[src/msc_regs.svh]
// timing counts, reset values and field positions of the module sideband control
`ifndef MSC_REGS_SVH
`define MSC_REGS_SVH

`define MSC_CLK_PERIOD_NS      10
`define MSC_RESET_MIN_NS       10000
`define MSC_RESET_MIN_CYC      ((`MSC_RESET_MIN_NS + `MSC_CLK_PERIOD_NS - 1) / `MSC_CLK_PERIOD_NS)
`define MSC_INIT_NS            2000
`define MSC_INIT_CYC           ((`MSC_INIT_NS + `MSC_CLK_PERIOD_NS - 1) / `MSC_CLK_PERIOD_NS)
`define MSC_LANES              4
`define MSC_MON_WIDTH          8
`define MSC_RST_SOFT_TXDIS     4'h0
`define MSC_RST_POWER_CLASS    2'h3
`define MSC_LOW_POWER_CLASS    2'h0
`define MSC_CTRL_TXDIS_LSB     0
`define MSC_CTRL_HIPWR_BIT     4

`endif

[src/msc_pkg.sv]
// types shared by the module sideband control
package msc_pkg;
    typedef enum logic [1:0] {
        MSC_ST_POWERUP = 2'b00,
        MSC_ST_RUN     = 2'b01,
        MSC_ST_HOLD    = 2'b10,
        MSC_ST_INIT    = 2'b11
    } msc_state_e;
    typedef logic [1:0] msc_pwr_t;
endpackage

[src/msc_pulse_filter.sv]
// counts how long a level stays low and flags when it passed the minimum
`timescale 1ns/1ps
`default_nettype none
module msc_pulse_filter #(
    parameter int MIN_CYC = 1000
) (
    input  wire logic clk,      // system clock
    input  wire logic reset_n,  // async reset
    input  wire logic level_n,  // watched active-low level
    output logic      long_low  // low held past minimum
);
    localparam int CW = $clog2(MIN_CYC + 1);
    logic [CW-1:0] cnt_ff;
    logic [CW-1:0] nxt_cnt;
    logic          long_ff;
    logic          nxt_long;

    always_comb begin
        nxt_cnt  = cnt_ff;
        nxt_long = 1'b0;
        if (level_n) begin
            nxt_cnt = '0;
        end else if (cnt_ff < CW'(MIN_CYC)) begin
            nxt_cnt = cnt_ff + CW'(1);
        end
        if (!level_n && cnt_ff >= CW'(MIN_CYC)) begin
            nxt_long = 1'b1;
        end
    end

    always_ff @(posedge clk or negedge reset_n) begin
        if (!reset_n) begin
            cnt_ff  <= '0;
            long_ff <= 1'b0;
        end else begin
            cnt_ff  <= nxt_cnt;
            long_ff <= nxt_long;
        end
    end

    assign long_low = long_ff;
endmodule
`default_nettype wire

[src/msc_lane_monitor.sv]
// one received lane: loss flag against a threshold and the latest monitored value
`timescale 1ns/1ps
`default_nettype none
module msc_lane_monitor #(
    parameter int W = 8
) (
    input  wire logic         clk,        // system clock
    input  wire logic         reset_n,    // async reset
    input  wire logic [W-1:0] level,      // sampled lane level
    input  wire logic [W-1:0] threshold,  // loss threshold
    output logic              lost,       // level below threshold
    output logic [W-1:0]      value       // held monitored value
);
    logic [W-1:0] val_ff;
    logic [W-1:0] nxt_val;
    logic         lost_ff;
    logic         nxt_lost;

    always_comb begin
        nxt_val  = level;
        nxt_lost = (level < threshold);
    end

    always_ff @(posedge clk or negedge reset_n) begin
        if (!reset_n) begin
            val_ff  <= '0;
            lost_ff <= 1'b1;
        end else begin
            val_ff  <= nxt_val;
            lost_ff <= nxt_lost;
        end
    end

    assign lost  = lost_ff;
    assign value = val_ff;
endmodule
`default_nettype wire

[src/msc_sideband.sv]
// low-speed sideband control of a four-lane pluggable module
//
// Overview of operation
// - serial commands are taken only while the select input is held low.
// - a reset input held low past the minimum length resets every setting to default.
// - at the end of a reset the interrupt is asserted and data-not-ready is cleared.
// - after power-up the completion interrupt is posted without any reset pulse.
// - the low-power input caps the allowed power class of the module.
// - an inserted module pulls its presence output low.
// - the interrupt output goes low for faults or critical status.
// - the transmitter is off when the disable pin or the serial command asks for it.
// - the loss alarm rises when any of the four lanes falls below threshold.
// - every lane is monitored and its value is presented on the diagnostic_monitor output.
// - the sideband has select, decoded serial strobes, reset, low-power, presence and interrupt.
`timescale 1ns/1ps
`default_nettype none
`include "msc_regs.svh"
module msc_sideband
    import msc_pkg::*;
#(
    parameter int LANES     = `MSC_LANES,
    parameter int MW        = `MSC_MON_WIDTH,
    parameter int RESET_CYC = `MSC_RESET_MIN_CYC,
    parameter int INIT_CYC  = `MSC_INIT_CYC
) (
    input  wire logic                clk,                // system clock
    input  wire logic                reset_n,            // async reset
    input  wire logic                module_select_n,    // host select, low active
    input  wire logic                module_reset_n,     // host reset pin, low active
    input  wire logic                low_power_select,   // low-power mode pin
    input  wire logic                transmit_disable,   // hardware tx disable pin
    input  wire logic                ser_wr_stb,         // decoded serial write pulse
    input  wire logic                ser_rd_stb,         // decoded serial read pulse
    input  wire logic [4:0]          ser_wdata,          // serial write: txdis lanes, hi power
    input  wire logic                ser_int_clr,        // serial clear of interrupt cause
    input  wire logic [LANES*MW-1:0] lane_level,         // sampled received lane levels
    input  wire logic [MW-1:0]       loss_threshold,     // loss threshold level
    input  wire logic                fault_in,           // operational fault from optics
    output logic                     ser_ack,            // command accepted while selected
    output logic [LANES*MW-1:0]      diagnostic_monitor, // monitored lane values
    output logic [7:0]               ser_status,         // status byte for serial reads
    output logic                     data_not_ready,     // memory-map data-not-ready flag
    output logic                     module_present_n,   // presence, low when inserted
    output logic                     interrupt_n,        // interrupt, low active
    output logic                     interrupt_oe,       // open-drain enable of interrupt
    output logic [LANES-1:0]         tx_off,             // per-lane transmitter off
    output logic                     receive_loss_alarm, // any lane lost
    output msc_pwr_t                 power_class         // permitted power class
);
    ////////////////////////////////////////////////////////////////////////////////////////
    // reset pulse qualification
    logic long_low;

    msc_pulse_filter #(.MIN_CYC(RESET_CYC)) u_rst_filter (
        .clk      (clk),
        .reset_n  (reset_n),
        .level_n  (module_reset_n),
        .long_low (long_low)
    );

    ////////////////////////////////////////////////////////////////////////////////////////
    // lane monitors
    logic [LANES-1:0]    lane_lost;
    logic [LANES*MW-1:0] lane_value;

    genvar gi;
    generate
        for (gi = 0; gi < LANES; gi++) begin : g_lane
            msc_lane_monitor #(.W(MW)) u_mon (
                .clk       (clk),
                .reset_n   (reset_n),
                .level     (lane_level[gi*MW +: MW]),
                .threshold (loss_threshold),
                .lost      (lane_lost[gi]),
                .value     (lane_value[gi*MW +: MW])
            );
        end
    endgenerate

    ////////////////////////////////////////////////////////////////////////////////////////
    // state machine and settings
    localparam int IW = $clog2(INIT_CYC + 1);

    msc_state_e       state_ff;
    msc_state_e       nxt_state;
    logic [IW-1:0]    init_cnt_ff;
    logic [IW-1:0]    nxt_init_cnt;
    logic [LANES-1:0] soft_txdis_ff;
    logic [LANES-1:0] nxt_soft_txdis;
    logic             hipwr_ff;
    logic             nxt_hipwr;
    logic             dnr_ff;
    logic             nxt_dnr;
    logic             done_int_ff;
    logic             nxt_done_int;
    logic             fault_int_ff;
    logic             nxt_fault_int;
    logic             loss_prev_ff;
    logic             nxt_loss_prev;
    logic             ack_ff;
    logic             nxt_ack;
    logic             selected;
    logic             loss_any;

    assign selected = !module_select_n && state_ff == MSC_ST_RUN;
    assign loss_any = |lane_lost;

    always_comb begin
        nxt_state      = state_ff;
        nxt_init_cnt   = init_cnt_ff;
        nxt_soft_txdis = soft_txdis_ff;
        nxt_hipwr      = hipwr_ff;
        nxt_dnr        = dnr_ff;
        nxt_done_int   = done_int_ff;
        nxt_fault_int  = fault_int_ff;
        nxt_loss_prev  = loss_any;
        nxt_ack        = 1'b0;
        case (state_ff)
            MSC_ST_POWERUP: begin
                nxt_state    = MSC_ST_INIT;
                nxt_init_cnt = '0;
            end
            MSC_ST_RUN: begin
                if (long_low) begin
                    nxt_state = MSC_ST_HOLD;
                end else if (selected && (ser_wr_stb || ser_rd_stb)) begin
                    nxt_ack = 1'b1;
                    if (ser_wr_stb) begin
                        nxt_soft_txdis = ser_wdata[`MSC_CTRL_TXDIS_LSB +: LANES];
                        nxt_hipwr      = ser_wdata[`MSC_CTRL_HIPWR_BIT];
                    end
                    if (ser_int_clr) begin
                        nxt_done_int  = 1'b0;
                        nxt_fault_int = 1'b0;
                    end
                end
            end
            MSC_ST_HOLD: begin
                nxt_soft_txdis = `MSC_RST_SOFT_TXDIS;
                nxt_hipwr      = 1'b0;
                nxt_dnr        = 1'b1;
                nxt_done_int   = 1'b0;
                nxt_fault_int  = 1'b0;
                if (module_reset_n) begin
                    nxt_state    = MSC_ST_INIT;
                    nxt_init_cnt = '0;
                end
            end
            MSC_ST_INIT: begin
                nxt_init_cnt = init_cnt_ff + IW'(1);
                if (init_cnt_ff >= IW'(INIT_CYC - 1)) begin
                    nxt_state    = MSC_ST_RUN;
                    nxt_dnr      = 1'b0;
                    nxt_done_int = 1'b1;
                end
            end
            default: begin
                nxt_state = MSC_ST_POWERUP;
            end
        endcase
        // a fault arriving with the clear wins
        if (state_ff == MSC_ST_RUN && (fault_in || (loss_any && !loss_prev_ff))) begin
            nxt_fault_int = 1'b1;
        end
    end

    always_ff @(posedge clk or negedge reset_n) begin
        if (!reset_n) begin
            state_ff      <= MSC_ST_POWERUP;
            init_cnt_ff   <= '0;
            soft_txdis_ff <= `MSC_RST_SOFT_TXDIS;
            hipwr_ff      <= 1'b0;
            dnr_ff        <= 1'b1;
            done_int_ff   <= 1'b0;
            fault_int_ff  <= 1'b0;
            loss_prev_ff  <= 1'b0;
            ack_ff        <= 1'b0;
        end else begin
            state_ff      <= nxt_state;
            init_cnt_ff   <= nxt_init_cnt;
            soft_txdis_ff <= nxt_soft_txdis;
            hipwr_ff      <= nxt_hipwr;
            dnr_ff        <= nxt_dnr;
            done_int_ff   <= nxt_done_int;
            fault_int_ff  <= nxt_fault_int;
            loss_prev_ff  <= nxt_loss_prev;
            ack_ff        <= nxt_ack;
        end
    end

    ////////////////////////////////////////////////////////////////////////////////////////
    // registered pin outputs
    logic [LANES-1:0] tx_off_ff;
    logic [LANES-1:0] nxt_tx_off;
    logic             int_ff;
    logic             nxt_int;
    logic             alarm_ff;
    logic             nxt_alarm;
    msc_pwr_t         pwr_ff;
    msc_pwr_t         nxt_pwr;
    logic [7:0]       status_ff;
    logic [7:0]       nxt_status;
    logic             pin_low_ff;

    always_comb begin
        nxt_tx_off = soft_txdis_ff | {LANES{transmit_disable}} |
                     {LANES{state_ff != MSC_ST_RUN}};
        nxt_int    = nxt_done_int || nxt_fault_int;
        nxt_alarm  = loss_any;
        if (low_power_select || !hipwr_ff) begin
            nxt_pwr = `MSC_LOW_POWER_CLASS;
        end else begin
            nxt_pwr = `MSC_RST_POWER_CLASS;
        end
        nxt_status = {dnr_ff, done_int_ff, fault_int_ff, loss_any, lane_lost};
    end

    always_ff @(posedge clk or negedge reset_n) begin
        if (!reset_n) begin
            tx_off_ff  <= '1;
            int_ff     <= 1'b0;
            alarm_ff   <= 1'b1;                                    // lanes count as lost in reset
            pwr_ff     <= `MSC_LOW_POWER_CLASS;
            status_ff  <= 8'h00;
            pin_low_ff <= 1'b0;
        end else begin
            tx_off_ff  <= nxt_tx_off;
            int_ff     <= nxt_int;
            alarm_ff   <= nxt_alarm;
            pwr_ff     <= nxt_pwr;
            status_ff  <= nxt_status;
            pin_low_ff <= 1'b0;
        end
    end

    assign ser_ack            = ack_ff;
    assign diagnostic_monitor = lane_value;
    assign ser_status         = status_ff;
    assign data_not_ready     = dnr_ff;
    assign module_present_n   = pin_low_ff;
    assign interrupt_n        = pin_low_ff;
    assign interrupt_oe       = int_ff;
    assign tx_off             = tx_off_ff;
    assign receive_loss_alarm = alarm_ff;
    assign power_class        = pwr_ff;

    ////////////////////////////////////////////////////////////////////////////////////////
    // assertions
    AST_SEL_ONLY: assert property (@(posedge clk) disable iff (!reset_n)
        ser_ack |-> $past(!module_select_n))
        else $error("command answered while not selected");
    AST_RESET_DEFAULT: assert property (@(posedge clk) disable iff (!reset_n)
        state_ff == MSC_ST_HOLD |=> soft_txdis_ff == '0 && !hipwr_ff)
        else $error("settings not defaulted during reset");
    AST_SHORT_IGNORED: assert property (@(posedge clk) disable iff (!reset_n)
        state_ff == MSC_ST_RUN && !long_low |=> state_ff != MSC_ST_HOLD)
        else $error("short reset pulse acted");
    AST_DONE_INT: assert property (@(posedge clk) disable iff (!reset_n)
        $fell(dnr_ff) |-> done_int_ff && interrupt_oe)
        else $error("completion without interrupt");
    AST_POWERUP: assert property (@(posedge clk) disable iff (!reset_n)
        state_ff == MSC_ST_POWERUP |-> ##[1:300] !dnr_ff)
        else $error("no completion after power-up");
    AST_LOWPWR: assert property (@(posedge clk) disable iff (!reset_n)
        low_power_select |=> power_class == `MSC_LOW_POWER_CLASS)
        else $error("power not limited in low-power mode");
    AST_TXDIS: assert property (@(posedge clk) disable iff (!reset_n)
        transmit_disable |=> tx_off == '1)
        else $error("transmitter not disabled by pin");
    AST_LOS: assert property (@(posedge clk) disable iff (!reset_n)
        |lane_lost |=> receive_loss_alarm)
        else $error("loss alarm missing");
    AST_PRESENT: assert property (@(posedge clk) disable iff (!reset_n)
        !module_present_n)
        else $error("presence not low");
    AST_FAULT_INT: assert property (@(posedge clk) disable iff (!reset_n)
        fault_in && state_ff == MSC_ST_RUN |=> interrupt_oe)
        else $error("fault did not raise interrupt");
    AST_LOS_CLEAR: assert property (@(posedge clk) disable iff (!reset_n)
        !(|lane_lost) |=> !receive_loss_alarm)
        else $error("loss alarm without lost lane");
    AST_SOFT_TXDIS: assert property (@(posedge clk) disable iff (!reset_n)
        1'b1 |=> (tx_off & $past(soft_txdis_ff)) == $past(soft_txdis_ff))
        else $error("serial tx disable ignored");
    AST_MON_VALUE: assert property (@(posedge clk) disable iff (!reset_n)
        state_ff != MSC_ST_POWERUP |=> diagnostic_monitor == $past(lane_level))
        else $error("monitored value not refreshed");
    COV_RESET: cover property (@(posedge clk) disable iff (!reset_n)
        state_ff == MSC_ST_HOLD ##1 state_ff == MSC_ST_INIT);
    COV_WRITE: cover property (@(posedge clk) disable iff (!reset_n)
        ser_ack && $past(ser_wr_stb));
    COV_LOS: cover property (@(posedge clk) disable iff (!reset_n) $rose(receive_loss_alarm));
    COV_FAULT: cover property (@(posedge clk) disable iff (!reset_n)
        fault_int_ff ##1 !fault_int_ff);
    COV_READY: cover property (@(posedge clk) disable iff (!reset_n)
        $fell(data_not_ready) ##1 interrupt_oe);
endmodule
`default_nettype wire

[config.mk]
export PLATFORM = sky130hd
export DESIGN_NAME = msc_sideband
export DESIGN_NICKNAME = d
export VERILOG_FILES = /design/src/msc_pkg.sv /design/src/msc_pulse_filter.sv /design/src/msc_lane_monitor.sv /design/src/msc_sideband.sv
export VERILOG_INCLUDE_DIRS = /design/src /design/src/src
export SDC_FILE = /design/constraint.sdc
export NUM_CORES = 1
export LEC_CHECK = 0
export ABC_CLOCK_PERIOD_IN_PS = 5300
export BUFFER_PORTS_ARGS = -buffer_cell sky130_fd_sc_hd__clkbuf_2
export CAP_MARGIN = 30
export CORE_MARGIN = 2
export CORE_UTILIZATION = 40
export CTS_BUF_LIST = sky130_fd_sc_hd__clkbuf_8
export DETAILED_ROUTE_END_ITERATION = 10
export PLACE_DENSITY_LB_ADDON = 0.12
export SYNTH_ARGS = -nofsm -noshare
export SYNTH_HDL_FRONTEND = slang
export SYNTH_HIERARCHICAL = 1
export SYNTH_SLANG_ARGS = --single-unit
[constraint.sdc]
create_clock -name clk -period 5.3 [get_ports clk]
set_input_delay 0.53 -clock clk [delete_from_list [all_inputs] [get_ports clk]]
set_output_delay 0.53 -clock clk [all_outputs]
set_load 0.03 [all_outputs]
==> impl_metrics.csv <==
group,metric,value,unit
critical_path,critPathKind,"register to register",
yosys,ys_async_sr_fraction,100,%
cts,clk_pin_slew,100,ps
yosys,ys_ff_latch,81,
die,core,0.00915,sq mm
yosys,synthFlopType,"dfrtp_1",
power_and_ir_drop,p_leak,0.00236,uW
routing,wl,7830,microns
final_layout,n_antenna_cell,0,
routing,vias_per_cell,5.00,
timing,relSlewSlack,61.0,%
cts,htreeDepth,3,
cts,post_cts_resized,0,
min_path,hold_path.class,"input pin to asynchronous set/reset pin",
timing,skew,12.2,ps
global_routing,grt_max_degree,48,
placement,dp_hpwl,6080,microns
power_and_ir_drop,p_sw_share,27.3,%
job,drv_cap,0,
critical_path,worstPathRequired,5600,ps
timing,finalCritPeriodShare,36.2,%
power_and_ir_drop,peakVddDrop,0.139,mV
final_layout,nets,530,
global_routing,grt_antenna_before_repair,0,
yosys,synthSimpleGateAreaFrac,14.1,%
critical_path,cp_max_fo,14,
yosys,yosys.area.top_type,"dfrtp_1",
yosys,synth_most_common_cell,"dfrtp_1",
power_and_ir_drop,power_density,292,mW/mm^2
power_and_ir_drop,p_clk_share,39.6,%
critical_path,arrival,2220,ps
yosys,yosys.cell_types.count,48,
yosys,synth_top_area_share,47.7,%
timing,setup_tns,0,ps
final_layout,fin_cells,555,
yosys,yosysSeqAreaShare,54.7,%
yosys,synth_xor_area_share,0.705,%
timing,hold_viol_final,0,
timing,setup_violations,0,
cts,cts_inserted_buffers,9,
global_routing,grt_pass1_vias,2751,
die,fp.dieW,101,microns
yosys,ys.warnings.count,6,
routing,drt-initial-drc-count,52,
routing,wl_met1,3590,microns
timing,rsz0062_at_grt,"no",
yosys,synth_edf_count,0,
global_routing,grtUsageTotal,16.8,%
final_layout,nFillCells,850,
power_and_ir_drop,p_seq_share,48.8,%
final_layout,synthToLayoutAreaGrowth,22.8,%
yosys,synth_mux_area_share,1.17,%
routing,via_count,2777,
routing,detail_route.wl_per_cell,14.1,microns
yosys,synth_compound_area_share,11.3,%
cts,post_cts_buffers,0,
cts,root_buffer,"clkbuf_8",
yosys,netlist_area,0.00373,sq mm
routing,dr.pass1.iters,4,
critical_path,worstSetupEndpointType,"register",
critical_path,critPathLaunchType,"register",
die,dieArea,0.0101,sq mm
die,dieHeight,101,microns
routing,antenna_left,0,
yosys,synth_fa_ha_area_share,12.1,%
routing,met3_length,453,microns
power_and_ir_drop,power_switching,365,uW
yosys,synth_common_cells,"dfrtp_1 (71), inv_1 (38), ha_1 (36), nor2_1 (23), nand2_1 (19)",
yosys,postSynthAreaPerCell,11.1,sq um
timing,drv_slew,0,
cts,clock_latency,360,ps
die,ios,107,
routing,remaining_drc_errors,0,
placement,dp_cells,539,
placement,port_buffers,104,
cts,hold_buffers,0,
cts,clock_sinks,81,
routing,wl_met2,3650,microns
timing,worst_slew_pin_slew,584,ps
yosys,synthTopCellsByArea,"dfrtp_1 (48%), ha_1 (12%), dfstp_2 (7.0%), inv_1 (3.8%), nor2_1 (2.3%)",
placement,gp_congestion,0.767,
power_and_ir_drop,p_comb_share,11.6,%
timing,min_period,1920,ps
power_and_ir_drop,internal-power,973,uW
routing,topRoutingLayerUsed,"met4",
yosys,synth_top_family_by_area,"simple AND/OR/NAND/NOR gates",
final_layout,drive_above_1_share,32.2,%
global_routing,overflow,0,
die,start_util,40.7,%
critical_path,r2r_slack,3380,ps
die,num_rows,35,
outcome,outcome,"finished clean",
yosys,syn_inst,335,
cts,clockBufferDepth,2,
timing,timing.fmax,521,MHz
global_routing,grt_pass1_wl,13100,microns
cts,cts_tree,"built",
[worst max-delay path, cell delays in order, from the launching register on]
cell     delay, ps
dfrtp_1        440
inv_1          100
ha_1           450
nand2_1        130
nor3b_1        520
a22o_1         220
[per-layer routing]
metal,track usage (%),up-vias
met1,22.1,1324
met3,4.02,11
li1,-,1358
met5,0,-
met4,6.32,0
met2,26.8,84
[layout by cell type, fill, tap and decap left out, types with 3 or more instances in the layout]
master    instances
clkbuf_2        103
dfrtp_1          71
inv_1            38
ha_1             36
nor2_1           23
nand2_1          19
a21oi_1          15
o21ai_0          14
nor2b_1          12
nand3_1          10
dfstp_2          10
clkbuf_8          9
a22o_1            6
nor3_1            5
a41oi_1           5
nand2b_1          4
nand4_1           4
nor4_1            4
a31oi_1           4
inv_6             4
a211oi_2          4
o21ai_1           4
and3_1            3
xnor2_1           3
nor3b_1           3
[state kept, by name, summed over array words and instances (netlist names), 2 cells and up]
register,flops
ser_status,8
tx_off,4
u_rst_filter/cnt_ff,10
state_ff,2
soft_txdis_ff,4
g_lane.u_mon/value,32
init_cnt_ff,8
g_lane.u_mon/lost,4
[logic make-up (layout without fill, tap and decap cells)]
kind of cell	Yosys count	after routing
AOI/OAI and AO/OA	61	61
xor gates and xnor gates	3	3
adders and majority gates	36	36
buffers and inverters	51	159
DFF	81	81
muxes	4	4
other	1	2
and+or+nand+nor	98	98
[path summary, 6_finish.rpt]
path                                            from                  endpoint  depth (start not counted)
max in group asynchronous                    reset_n      g_lane[2].u_mon/lost                          2
worst min-delay path                         reset_n            init_cnt_ff[4]                          1
worst min register to register  g_lane[2].u_mon/lost             ser_status[2]                          0
worst max-delay path                     state_ff[1]          soft_txdis_ff[2]                          5
min in group clk                      lane_level[31]  g_lane[3].u_mon/value[7]                          1
worst max register to register           state_ff[1]          soft_txdis_ff[2]                          5
[through the flow]
stage                     setup WS (ps)  power [uW]  util [%]  hold WS (ps)  instance area [sq um]
after CTS                          3350        1360      50.0           145                   4580
after detailed placement           3370         824      47.5           388                   4350
after global placement             3490         818      47.2           383                   4320
after global routing               3200        1400      50.0           165                   4580
final                              3380        1340      50.0           126                   4580
after floorplan                    3590         749         -           234                   3730
[power groups by stage]
stage | Clock (uW) | Combinational (uW) | Sequential (uW)
3_5_place_dp | 0 | 159 | 665
2_1_floorplan | 0 | 51.2 | 698
6_report | 530 | 155 | 653
4_1_cts | 544 | 159 | 653
5_1_grt | 566 | 176 | 656
3_3_place_gp | 0 | 153 | 665
[layout make-up]
class,instances,area (sq um),share of cell area (%)
inverters,38,143,3.12
multi-input cells,204,1480,32.2
flip-flops and latches,81,2040,44.6
clock buffers,9,124,2.71
clock inverters,7,106,2.32
well taps,111,139,3.03
repair buffers,105,551,12.0
No activity file was read; power rests on OpenSTA's default activity.
